--- config.mk ---
export PLATFORM = sky130hd
export DESIGN_NAME = csi_dphy_timing_override_regs
export DESIGN_NICKNAME = d
export VERILOG_FILES = /design/src/common/csi_timing_pkg.sv /design/src/hw/csi_dphy_timing_override_regs.sv
export VERILOG_INCLUDE_DIRS = /design/src /design/src/common
export SDC_FILE = /design/constraint.sdc
export NUM_CORES = 1
export LEC_CHECK = 0
export BUFFER_PORTS_ARGS = -buffer_cell sky130_fd_sc_hd__buf_2
export CORE_UTILIZATION = 30
export CTS_CLUSTER_SIZE = 10
export DETAILED_ROUTE_END_ITERATION = 10
export GPL_TIMING_DRIVEN = 1
export PLACE_DENSITY = 0.52
export SLEW_MARGIN = 20
export SYNTH_ARGS = -nofsm -noshare
export SYNTH_HDL_FRONTEND = slang
export SYNTH_SLANG_ARGS = --single-unit
--- constraint.sdc ---
create_clock -name core_clk -period 3.9 [get_ports core_clk]
set_clock_uncertainty 0.1 [all_clocks]
set_input_delay 0 -clock core_clk [delete_from_list [all_inputs] [get_ports core_clk]]
set_output_delay 0 -clock core_clk [all_outputs]
set_load 0.005 [all_outputs]
--- src/common/csi_timing_defs.svh ---
// Offsets, field positions, reset values and counts of the lane timing registers
`ifndef CSI_TIMING_DEFS_SVH
`define CSI_TIMING_DEFS_SVH
`define CSI_ADDR_W        8
`define CSI_DATA_W        8
`define CSI_VAL_W         7
`define CSI_NUM_REGS      7
`define CSI_IDX_W         3
`define CSI_OFS_CLK_PREP  8'h40
`define CSI_OFS_CLK_ZERO  8'h41
`define CSI_OFS_CLK_TRAIL 8'h42
`define CSI_OFS_CLK_POST  8'h43
`define CSI_OFS_HS_PREP   8'h44
`define CSI_OFS_HS_ZERO   8'h45
`define CSI_OFS_HS_TRAIL  8'h46
`define CSI_IDX_CLK_PREP  3'h0
`define CSI_IDX_CLK_ZERO  3'h1
`define CSI_IDX_CLK_TRAIL 3'h2
`define CSI_IDX_CLK_POST  3'h3
`define CSI_IDX_HS_PREP   3'h4
`define CSI_IDX_HS_ZERO   3'h5
`define CSI_IDX_HS_TRAIL  3'h6
`define CSI_OV_BIT        7
`define CSI_VAL_MSB       6
`define CSI_OV_RESET      1'h0
`define CSI_VAL_RESET     7'h00
`define CSI_UNMAPPED_RD   8'h00
`define CSI_MIN_PHASE     7'h01
`endif

--- src/common/csi_timing_pkg.sv ---
// Types shared by the lane timing override block
`default_nettype none
package csi_timing_pkg;
  // Seven timing values; clk_prepare lands at element 0 of a packed array
  typedef struct packed {
    logic [6:0] hs_trail;
    logic [6:0] hs_zero;
    logic [6:0] hs_prepare;
    logic [6:0] clk_post;
    logic [6:0] clk_trail;
    logic [6:0] clk_zero;
    logic [6:0] clk_prepare;
  } timing_set_t;

  // Lane drive controls toward the analog lanes
  typedef struct packed {
    logic clk_prep;
    logic clk_hs;
    logic data_prep;
    logic data_hs;
    logic tx_ready;
    logic busy;
  } lane_ctrl_t;

  typedef enum logic [8:0] {
    ST_IDLE      = 9'h001,
    ST_CLK_PREP  = 9'h002,
    ST_CLK_ZERO  = 9'h004,
    ST_HS_PREP   = 9'h008,
    ST_HS_ZERO   = 9'h010,
    ST_HS_ACTIVE = 9'h020,
    ST_HS_TRAIL  = 9'h040,
    ST_CLK_POST  = 9'h080,
    ST_CLK_TRAIL = 9'h100
  } seq_state_t;
endpackage
`default_nettype wire

--- src/hw/csi_dphy_timing_override_regs.sv ---
// Lane timing override registers and the low-power to high-speed sequencer
//
// Summary of operation
// RULE1: Clock prepare: bit 7 picks auto or software.
// RULE2: Clock zero: bit 7 picks auto or software.
// RULE3: Clock trail: bit 7 picks auto or software.
// RULE4: Clock post: bit 7 picks auto or software.
// RULE5: HS prepare: bit 7 picks auto or software.
// RULE6: HS zero: bit 7 picks auto or software.
// RULE7: HS trail: bit 7 picks auto or software.
// RULE8: Override clear: value field reads automatic value.
// RULE9: Override set: value field writable and readable.
// RULE10: Lane transitions use the value in effect.
`timescale 1ns/10ps
`default_nettype none
`include "csi_timing_defs.svh"

module csi_dphy_timing_override_regs (
  input  wire logic                      core_clk,
  input  wire logic                      rst_n,
  input  wire logic [`CSI_ADDR_W-1:0]    reg_addr,
  input  wire logic [`CSI_DATA_W-1:0]    reg_wdata,
  input  wire logic                      reg_wr,
  input  wire logic                      reg_rd,
  output logic [`CSI_DATA_W-1:0]         reg_rdata,
  input  wire csi_timing_pkg::timing_set_t auto_timing,
  output csi_timing_pkg::timing_set_t    eff_timing,
  input  wire logic                      hs_req,
  output csi_timing_pkg::lane_ctrl_t     lane_ctrl
);

  // Reset released through two flops
  logic                      rst_meta_n;
  logic                      rst_sync_n;

  // Register contents
  logic [`CSI_NUM_REGS-1:0]  ov;
  logic [`CSI_VAL_W-1:0]     val [`CSI_NUM_REGS];

  // Array views of the timing sets
  logic [`CSI_NUM_REGS-1:0][`CSI_VAL_W-1:0] auto_arr;
  logic [`CSI_NUM_REGS-1:0][`CSI_VAL_W-1:0] eff_arr;

  // Address decode
  logic                      hit;
  logic [`CSI_IDX_W-1:0]     idx;

  // Sequencer
  csi_timing_pkg::seq_state_t state;
  csi_timing_pkg::seq_state_t next_state;
  logic [`CSI_VAL_W-1:0]     cnt;
  logic [`CSI_VAL_W-1:0]     next_cnt;

  // Offset to register index; shared by write and read paths
  function automatic logic [`CSI_IDX_W:0] decode(
    input logic [`CSI_ADDR_W-1:0] a
  );
    logic [`CSI_ADDR_W-1:0] d;
    d = a - `CSI_OFS_CLK_PREP;
    if (a >= `CSI_OFS_CLK_PREP && a <= `CSI_OFS_HS_TRAIL) begin
      decode = {1'b1, d[`CSI_IDX_W-1:0]};
    end else begin
      decode = {1'b0, `CSI_IDX_W'(0)};
    end
  endfunction

  // A zero value would never count down to the exit; hold each phase a cycle at least
  function automatic logic [`CSI_VAL_W-1:0] phase_len(
    input logic [`CSI_VAL_W-1:0] v
  );
    phase_len = (v == `CSI_VAL_RESET) ? `CSI_MIN_PHASE : v;
  endfunction

  // Lane drive seen in each sequencer state
  function automatic csi_timing_pkg::lane_ctrl_t lane_code(
    input csi_timing_pkg::seq_state_t s
  );
    csi_timing_pkg::lane_ctrl_t l;
    l = '0;
    l.busy = (s != csi_timing_pkg::ST_IDLE);
    l.clk_prep = (s == csi_timing_pkg::ST_CLK_PREP);
    l.clk_hs = l.busy && !l.clk_prep;
    l.data_prep = (s == csi_timing_pkg::ST_HS_PREP);
    l.data_hs = (s == csi_timing_pkg::ST_HS_ZERO)
             || (s == csi_timing_pkg::ST_HS_ACTIVE)
             || (s == csi_timing_pkg::ST_HS_TRAIL);
    l.tx_ready = (s == csi_timing_pkg::ST_HS_ACTIVE);
    lane_code = l;
  endfunction

  // Reset synchroniser; first flop feeds only the second
  always_ff @(posedge core_clk or negedge rst_n) begin
    if (!rst_n) begin
      rst_meta_n <= 1'b0;
      rst_sync_n <= 1'b0;
    end else begin
      rst_meta_n <= 1'b1;
      rst_sync_n <= rst_meta_n;
    end
  end

  assign auto_arr = auto_timing;
  assign {hit, idx} = decode(reg_addr);

  // Per-register storage, selection and write rules
  generate
    for (genvar i = 0; i < `CSI_NUM_REGS; i++) begin : g_reg
      // Bit 7 always writable; value field written only by a write that sets bit 7
      always_ff @(posedge core_clk or negedge rst_sync_n) begin
        if (!rst_sync_n) begin
          ov[i]  <= `CSI_OV_RESET;
          val[i] <= `CSI_VAL_RESET;
        end else if (reg_wr && hit && idx == `CSI_IDX_W'(i)) begin
          ov[i] <= reg_wdata[`CSI_OV_BIT];
          if (reg_wdata[`CSI_OV_BIT]) begin // RULE9
            val[i] <= reg_wdata[`CSI_VAL_MSB:0];
          end
        end
      end

      // Value in effect: software copy or derived value
      assign eff_arr[i] = ov[i] ? val[i] : auto_arr[i];
    end
  endgenerate

  // Named per parameter so each selection is visible
  assign eff_timing.clk_prepare = eff_arr[`CSI_IDX_CLK_PREP];  // RULE1
  assign eff_timing.clk_zero    = eff_arr[`CSI_IDX_CLK_ZERO];  // RULE2
  assign eff_timing.clk_trail   = eff_arr[`CSI_IDX_CLK_TRAIL]; // RULE3
  assign eff_timing.clk_post    = eff_arr[`CSI_IDX_CLK_POST];  // RULE4
  assign eff_timing.hs_prepare  = eff_arr[`CSI_IDX_HS_PREP];   // RULE5
  assign eff_timing.hs_zero     = eff_arr[`CSI_IDX_HS_ZERO];   // RULE6
  assign eff_timing.hs_trail    = eff_arr[`CSI_IDX_HS_TRAIL];  // RULE7

  // Read data one cycle after the strobe; the value field mirrors what is in use
  always_ff @(posedge core_clk or negedge rst_sync_n) begin
    if (!rst_sync_n) begin
      reg_rdata <= `CSI_UNMAPPED_RD;
    end else if (reg_rd && hit) begin
      reg_rdata <= {ov[idx], eff_arr[idx]}; // RULE8 RULE9
    end else begin
      reg_rdata <= `CSI_UNMAPPED_RD;
    end
  end

  // Phase sequencing; each phase length taken from the value in effect
  always_comb begin
    next_state = state;
    next_cnt   = (cnt > `CSI_MIN_PHASE) ? cnt - `CSI_MIN_PHASE : cnt;
    unique case (state)
      csi_timing_pkg::ST_IDLE: begin
        if (hs_req) begin
          next_state = csi_timing_pkg::ST_CLK_PREP;
          next_cnt   = phase_len(eff_timing.clk_prepare); // RULE10
        end
      end
      csi_timing_pkg::ST_CLK_PREP: begin
        if (cnt == `CSI_MIN_PHASE) begin
          next_state = csi_timing_pkg::ST_CLK_ZERO;
          next_cnt   = phase_len(eff_timing.clk_zero); // RULE10
        end
      end
      csi_timing_pkg::ST_CLK_ZERO: begin
        if (cnt == `CSI_MIN_PHASE) begin
          next_state = csi_timing_pkg::ST_HS_PREP;
          next_cnt   = phase_len(eff_timing.hs_prepare); // RULE10
        end
      end
      csi_timing_pkg::ST_HS_PREP: begin
        if (cnt == `CSI_MIN_PHASE) begin
          next_state = csi_timing_pkg::ST_HS_ZERO;
          next_cnt   = phase_len(eff_timing.hs_zero); // RULE10
        end
      end
      csi_timing_pkg::ST_HS_ZERO: begin
        if (cnt == `CSI_MIN_PHASE) begin
          next_state = csi_timing_pkg::ST_HS_ACTIVE;
        end
      end
      csi_timing_pkg::ST_HS_ACTIVE: begin
        if (!hs_req) begin
          next_state = csi_timing_pkg::ST_HS_TRAIL;
          next_cnt   = phase_len(eff_timing.hs_trail); // RULE10
        end
      end
      csi_timing_pkg::ST_HS_TRAIL: begin
        // Clock keeps running past the data so the receiver can finish
        if (cnt == `CSI_MIN_PHASE) begin
          next_state = csi_timing_pkg::ST_CLK_POST;
          next_cnt   = phase_len(eff_timing.clk_post); // RULE10
        end
      end
      csi_timing_pkg::ST_CLK_POST: begin
        if (cnt == `CSI_MIN_PHASE) begin
          next_state = csi_timing_pkg::ST_CLK_TRAIL;
          next_cnt   = phase_len(eff_timing.clk_trail); // RULE10
        end
      end
      csi_timing_pkg::ST_CLK_TRAIL: begin
        if (cnt == `CSI_MIN_PHASE) begin
          next_state = csi_timing_pkg::ST_IDLE;
        end
      end
      default: begin
        next_state = csi_timing_pkg::ST_IDLE;
      end
    endcase
  end

  // Sequencer state and phase counter
  always_ff @(posedge core_clk or negedge rst_sync_n) begin
    if (!rst_sync_n) begin
      state <= csi_timing_pkg::ST_IDLE;
      cnt   <= `CSI_MIN_PHASE;
    end else begin
      state <= next_state;
      cnt   <= next_cnt;
    end
  end

  // Lane controls registered so they change glitch-free with the state
  always_ff @(posedge core_clk or negedge rst_sync_n) begin
    if (!rst_sync_n) begin
      lane_ctrl <= '0;
    end else begin
      lane_ctrl <= lane_code(next_state);
    end
  end
endmodule

`default_nettype wire

==> impl_metrics.json, run 1 <==
{
  "outcome": "complete, no violations",
  "fmax_ghz": 0.355,
  "grt_pass1_vias": 5243,
  "synth-simple-area-share_pct": 17.6,
  "timing.final.crit_share_pct": 72.2,
  "synth-xor-area-share_pct": 0.909,
  "p_leak_nw": 3.21,
  "gp_congestion": 0.915,
  "drv_slew": 0,
  "max_slew_margin_pct": 31.0,
  "n_fill_cell": 1924,
  "cts_tree": "built",
  "powerDensity_mw_per_mm2": 427,
  "min_path_type": "input port to register",
  "peakVddDrop_uv": 207,
  "cp_cell_sequence": "nor4_2 > nand4_1 > o21bai_1 > a31oi_1 > a2bb2oi_1 > a221o_1",
  "arrival_ns": 3.00,
  "hold_viol_final": 0,
  "yosys.area.top_type": "dfrtp_1",
  "dr_total_vias": 5504,
  "period_needed_ns": 2.82,
  "core_mm2": 0.0188,
  "synthAdderAreaFrac_pct": 0.433,
  "r2r_start": "state[5]$_DFF_PN0_",
  "hold_ws_ns": 0.0204,
  "routedWlPerCell_um": 22.2,
  "die_h_um": 141,
  "synth_flop_cell": "dfrtp_1",
  "postRouteAntennaNets": 0,
  "port_buffers": 132,
  "synthToLayoutAreaGrowth_pct": 22.2,
  "first_iter_violations": 589,
  "cp_max_fo": 14,
  "viasPerCell": 5.77,
  "crit_type": "register to register",
  "initial_utilization_pct": 30.8,
  "worst_pin_slew_ns": 1.02,
  "clockBufferDepth": 2,
  "synth_seq_cells": 88,
  "postSynth.asyncResetShare_pct": 100,
  "synth_warnings": 0,
  "antenna_found_initial": 0,
  "fin_area_mm2": 0.00706,
  "synth_top_area_share_pct": 37.2,
  "crit_required_ns": 4.09,
  "crit_start": "state[5]$_DFF_PN0_",
  "synth-compound-area-share_pct": 17.9,
  "ys_types": 75,
  "ys_seq_area_share_pct": 38.2,
  "layout-drive-gt1-share_pct": 35.7,
  "synth.avg_cell_area_um2": 9.76,
  "fin_util_pct": 37.6,
  "numClockSinks": 88,
  "ioPinCount": 133,
  "die_w_um": 141,
  "maxCapViolations": 0,
  "grt_max_degree": 71,
  "seqCellArea_mm2": 0.00221,
  "synth_top_family_by_area": "multiplexers",
  "root_buffer": "clkbuf_16",
  "cpPeakStageDelay_ns": 0.72,
  "routed_wl_mm": 21.2,
  "tns_ns": 0,
  "grt_pass1_wl_mm": 31.7,
  "numCtsBuffers": 9,
  "nets": 787,
  "netlist_top_cells_area": "dfrtp_1 37%, mux2_2 16%, mux2i_1 4.5%",
  "rsz0062_at_grt": "false",
  "remaining_drc_errors": 0,
  "insertion_delay_ns": 0.36,
  "grt-ovfl-total": 0,
  "cts_setup_buffers": 0,
  "syn_inst": 592,
  "clkTransAtPathRegs_ns": 0.06,
  "synth_mux_area_share_pct": 20.5,
  "finalSetupViolCount": 0,
  "htree_levels": 3,
  "worst-path-buf-inv": 0,
  "critPathSlowestCell": "nor4_2",
  "rows": 50,
  "place_area_mm2": 0.00661,
  "syn_nets": 664,
  "firstDrtPassIters": 5,
  "crit_family": "simple AND/OR/NAND/NOR gates",
  "netlist_area_mm2": 0.00578,
  "multiInputGateArea_mm2": 0.00331,
  "worstSetupStartpointType": "register",
  "hpwl_mm": 16.2,
  "die-area_mm2": 0.0198,
  "grt_usage_pct": 21.3,
  "cp-end-kind": "register",
  "antennaDiodeCount": 0,
  "worstHoldStart": "auto_timing[47]",
  "synth_edf_count": 0
}
layout make-up:
cell class	instances	share of cell area (%)
clock buffer	10	3.24
clock inverter	6	1.67
inverter	27	1.44
multi-input combinational	442	46.9
sequential	88	31.3
tap	234	4.15
timing repair buffer	147	11.3
worst reg2reg max path: cells and delay by family (launching register included):
| family | cells | cell delay, ns |
|---|---|---|
| AO/OA/AOI/OAI | 4 | 0.88 |
| flip-flops | 1 | 0.51 |
| AND/OR/NAND/NOR | 2 | 1.27 |
cells in the mapped netlist, drive strengths merged, types with 3 or more instances:
cell     number
o22ai        13
a31oi         6
dfrtp        86
a221o         5
nand3        15
xor2          5
o211ai        5
o31ai         4
a22oi         8
clkbuf       20
nor3         15
and3          5
or4           8
o221ai       10
a2bb2oi       4
o21ai        21
nor2         44
nor4b         6
nand3b        6
nand2        33
or4b          8
nor4          9
nor2b         4
nand4         7
a211oi        8
and2          3
or3           4
nand2b        5
inv          27
buf          15
mux2         82
a311oi        5
a21oi        37
mux2i        26
a211o         3
metrics by stage:
step	cells	power [mW]	setup WS, ns
after floorplan	592	1.70	1.17
after global placement	928	1.98	1.26
after detailed placement	928	2.00	1.18
after CTS	954	3.02	1.17
after global routing	954	3.16	0.881
final	954	3.01	1.08
path summary, 6_finish.rpt:
check,to,slack [ns],cells after the start
max reg2reg,cnt[6]$_DFF_PN0_,1.08,6
max,cnt[6]$_DFF_PN0_,1.08,6
max in group asynchronous,state[0]$_DFF_PN1_,2.47,1
min,cnt[5]$_DFF_PN0_,0.02,3
min in group asynchronous,val[0]$_DFFE_PN0P_,0.37,0
min reg2reg,rst_sync_n$_DFF_PN0_,0.26,0
power by group:
part	leakage [nW]	internal [mW]	switching, mW
clock network	0.165	0.632	0.376
registers	1.20	0.993	0.118
logic	1.85	0.375	0.519
total	3.21	2.00	1.01
layout by cell type (no fill, tap or decap), types with 6 or more instances in the layout:
master,n
nand4_1,6
mux2_2,81
o22ai_1,13
nor2_1,38
mux2i_1,26
o221ai_1,10
nand3b_1,6
a31oi_1,6
inv_1,27
nor3_1,15
nand2_1,33
o21ai_0,21
a211oi_1,8
nand3_1,14
or4_1,8
a22oi_1,8
nor4b_1,6
a21oi_1,37
dlygate4sd3_1,10
clkbuf_16,9
nor4_1,7
dfrtp_1,85
buf_2,132
state kept, by name (all words and copies together), names as in the netlist:
signal and cells:
state 9, ov 7, reg_rdata 8, rst_meta_n 1, lane_ctrl 6, cnt 7, val 49, rst_sync_n 1
layer usage:
| layer | up-vias | wire [µm] | global-route usage (%) | part of all wire (%) |
|---|---|---|---|---|
| met2 | 247 | 9770 | 34.2 | 46 |
| met1 | 2728 | 9420 | 28.6 | 44 |
| li1 | 2487 | - | - | - |
| met4 | 0 | 671 | 7.95 | 3.2 |
| met3 | 42 | 1320 | 3.77 | 6.2 |
| met5 | - | 0 | 0 | 0 |
repair_timing:
item                                   4_1_cts  5_1_grt
endpoints found under the hold margin       29        0
hold buffers                                10        0
resized for setup                            0        0
kinds of logic (layout without fill, tap and decap cells):
| kind of cell | count (synthesis) | count (layout) |
|---|---|---|
| buffers and inverters | 62 | 190 |
| muxes | 108 | 108 |
| AOI/OAI and AO/OA | 150 | 150 |
| xor gates and xnor gates | 6 | 6 |
| other | 1 | 1 |
| and+or+nand+nor | 175 | 175 |
| DFF | 88 | 88 |
| adders and majority gates | 2 | 2 |
Power figures use the tool's default switching activity.
==> inputs of run 2 (changes only) <==
Clock period 3.9 ns to 2.6 ns, I/O delays scaled along.
==> run 2 against run 1 <==
Effect of this change: final area rose by 3.4%; fmax rose by 13%; register-to-register slack got worse by 0.97 ns; via count rose by 2.4%; critical path depth rose by 1; first-iteration DRC count fell by 14%; highest routed layer is now met5; global-route usage rose by 1.2 points.
==> impl_metrics.json, run 2 (synthesized netlist as in run 1, its figures left out) <==
{
  "outcome": "complete, no violations",
  "hpwl_mm": 16.8,
  "remaining_drc_errors": 0,
  "rsz0062_at_grt": "false",
  "fmax_ghz": 0.403,
  "period_needed_ns": 2.48,
  "hold_buffers": 9,
  "mostFrequentLayoutCell": "buf_2",
  "grt_pass1_wl_mm": 33.7,
  "crit_required_ns": 2.71,
  "port_buffers": 132,
  "nets": 819,
  "layout-drive-gt1-share_pct": 38.6,
  "routed_wl_mm": 21.6,
  "insertion_delay_ns": 0.35,
  "die_w_um": 141,
  "finalSetupViolCount": 0,
  "crit_start": "cnt[2]$_DFF_PN0_",
  "min_to": "val[33]$_DFFE_PN0P_",
  "hold_depth": 2,
  "clockBufferDepth": 2,
  "clkTransAtPathRegs_ns": 0.07,
  "synthToLayoutAreaGrowth_pct": 26.3,
  "grt_max_degree": 49,
  "firstDrtPassIters": 6,
  "critPathSlowestCell": "or4b_1",
  "fin_area_mm2": 0.00730,
  "ioPinCount": 133,
  "powerDensity_mw_per_mm2": 623,
  "final_cell_mix": "132 x buf_2, 85 x dfrtp_1, 81 x mux2_2",
  "htree_levels": 3,
  "antenna_found_initial": 1,
  "min_path_type": "input port to register",
  "initial_utilization_pct": 30.8,
  "grt_pass1_vias": 5697,
  "dr_total_vias": 5634,
  "r2r_start": "cnt[2]$_DFF_PN0_",
  "largest_reg_flops": 49,
  "first_iter_violations": 507,
  "n_fill_cell": 1900,
  "arrival_ns": 2.59,
  "gp_congestion": 0.909,
  "ctsResizeCount": 0,
  "cpPeakStageDelay_ns": 0.53,
  "place_area_mm2": 0.00689,
  "tns_ns": 0,
  "drv_slew": 0,
  "numClockSinks": 88,
  "root_buffer": "clkbuf_16",
  "crit_type": "register to register",
  "worst_r2r_path_depth": 7,
  "die_h_um": 141,
  "cp-end-kind": "register",
  "max_slew_margin_pct": 63.2,
  "top_register": "val",
  "cp_cell_sequence": "nor4_4 > nand3_2 > buf_12 > nand3b_1 > a211oi_1 > a2111o_1 > or4b_1",
  "grt_usage_pct": 22.6,
  "hold_ws_ns": 0.00586,
  "top_regs": "val (49), state (9), reg_rdata (8)",
  "cp_max_fo": 17,
  "power_mw": 4.55,
  "grt-ovfl-total": 0,
  "worstHoldStart": "reg_wdata[5]",
  "viasPerCell": 5.71,
  "cts_setup_buffers": 0,
  "core_mm2": 0.0188,
  "antennaDiodeCount": 0,
  "numCtsBuffers": 9,
  "worstReg2RegEnd": "lane_ctrl[4]$_DFF_PN0_",
  "cts_tree": "built",
  "rows": 50,
  "worstSetupStartpointType": "register",
  "p_leak_nw": 3.37,
  "maxCapViolations": 0,
  "die-area_mm2": 0.0198,
  "postRouteAntennaNets": 0,
  "hold_viol_final": 0,
  "routedWlPerCell_um": 21.9,
  "ff2ff_setup_slack_ns": 0.12,
  "peakVddDrop_uv": 323,
  "timing.final.crit_share_pct": 95.5,
  "worst_pin_slew_ns": 0.548
}
## run 2: cell count changes in the layout (fill, tap and decap cells not counted)
cell,delta
clkinv_4,-1
bufinv_16,-1
inv_6,+2
inv_8,-1
buf_12,+2
buf_4,+31
dlygate4sd3_1,-1
clkinvlp_4,+1
## run 2: layout make-up
cell class	count	area (µm²)	share of cell area [%]
clock buffer	10	229	3.14
tap	234	293	4.01
sequential	88	2210	30.3
multi-input combinational	442	3310	45.4
inverter	27	101	1.39
timing repair buffer	179	1060	14.5
clock inverter	6	92.6	1.27
## run 2: stage by stage
stage	cells	setup slack, ns	utilization, %
2_1_floorplan	592	0.336	-
3_3_place_gp	961	0.232	36.7
3_5_place_dp	961	0.139	36.7
4_1_cts	986	0.126	38.9
5_1_grt	986	0.0364	38.9
6_report	986	0.117	38.9
## run 2: where the power goes
group          leakage (nW)  switching [mW]  internal, mW  total (mW)
logic                  2.02           0.816         0.639        1.45
clock network         0.150           0.588         0.850        1.44
registers              1.20           0.166          1.49        1.65
## run 2: metal layers
| metal | wire length [µm] | track usage, % |
|---|---|---|
| met2 | 9830 | 35.3 |
| met4 | 832 | 10.4 |
| met3 | 1530 | 5.47 |
| met1 | 9390 | 29.4 |
| met5 | 11 | 0 |
## run 2: how the worst max path moves through the flow
stage | endpoint | slack, ns
after floorplan | lane_ctrl[4]$_DFF_PN0_ | 0.34
after global placement | lane_ctrl[4]$_DFF_PN0_ | 0.23
after detailed placement | lane_ctrl[4]$_DFF_PN0_ | 0.14
after CTS | lane_ctrl[4]$_DFF_PN0_ | 0.13
after global routing | lane_ctrl[4]$_DFF_PN0_ | 0.04
final | lane_ctrl[4]$_DFF_PN0_ | 0.12
## run 2: critical path: cells and delay by family (launching register included)
family | cells | cell delay [ns]
AOI/OAI and AO/OA | 2 | 0.51
DFF | 1 | 0.46
buffers and inverters | 1 | 0.17
and+or+nand+nor | 4 | 1.10
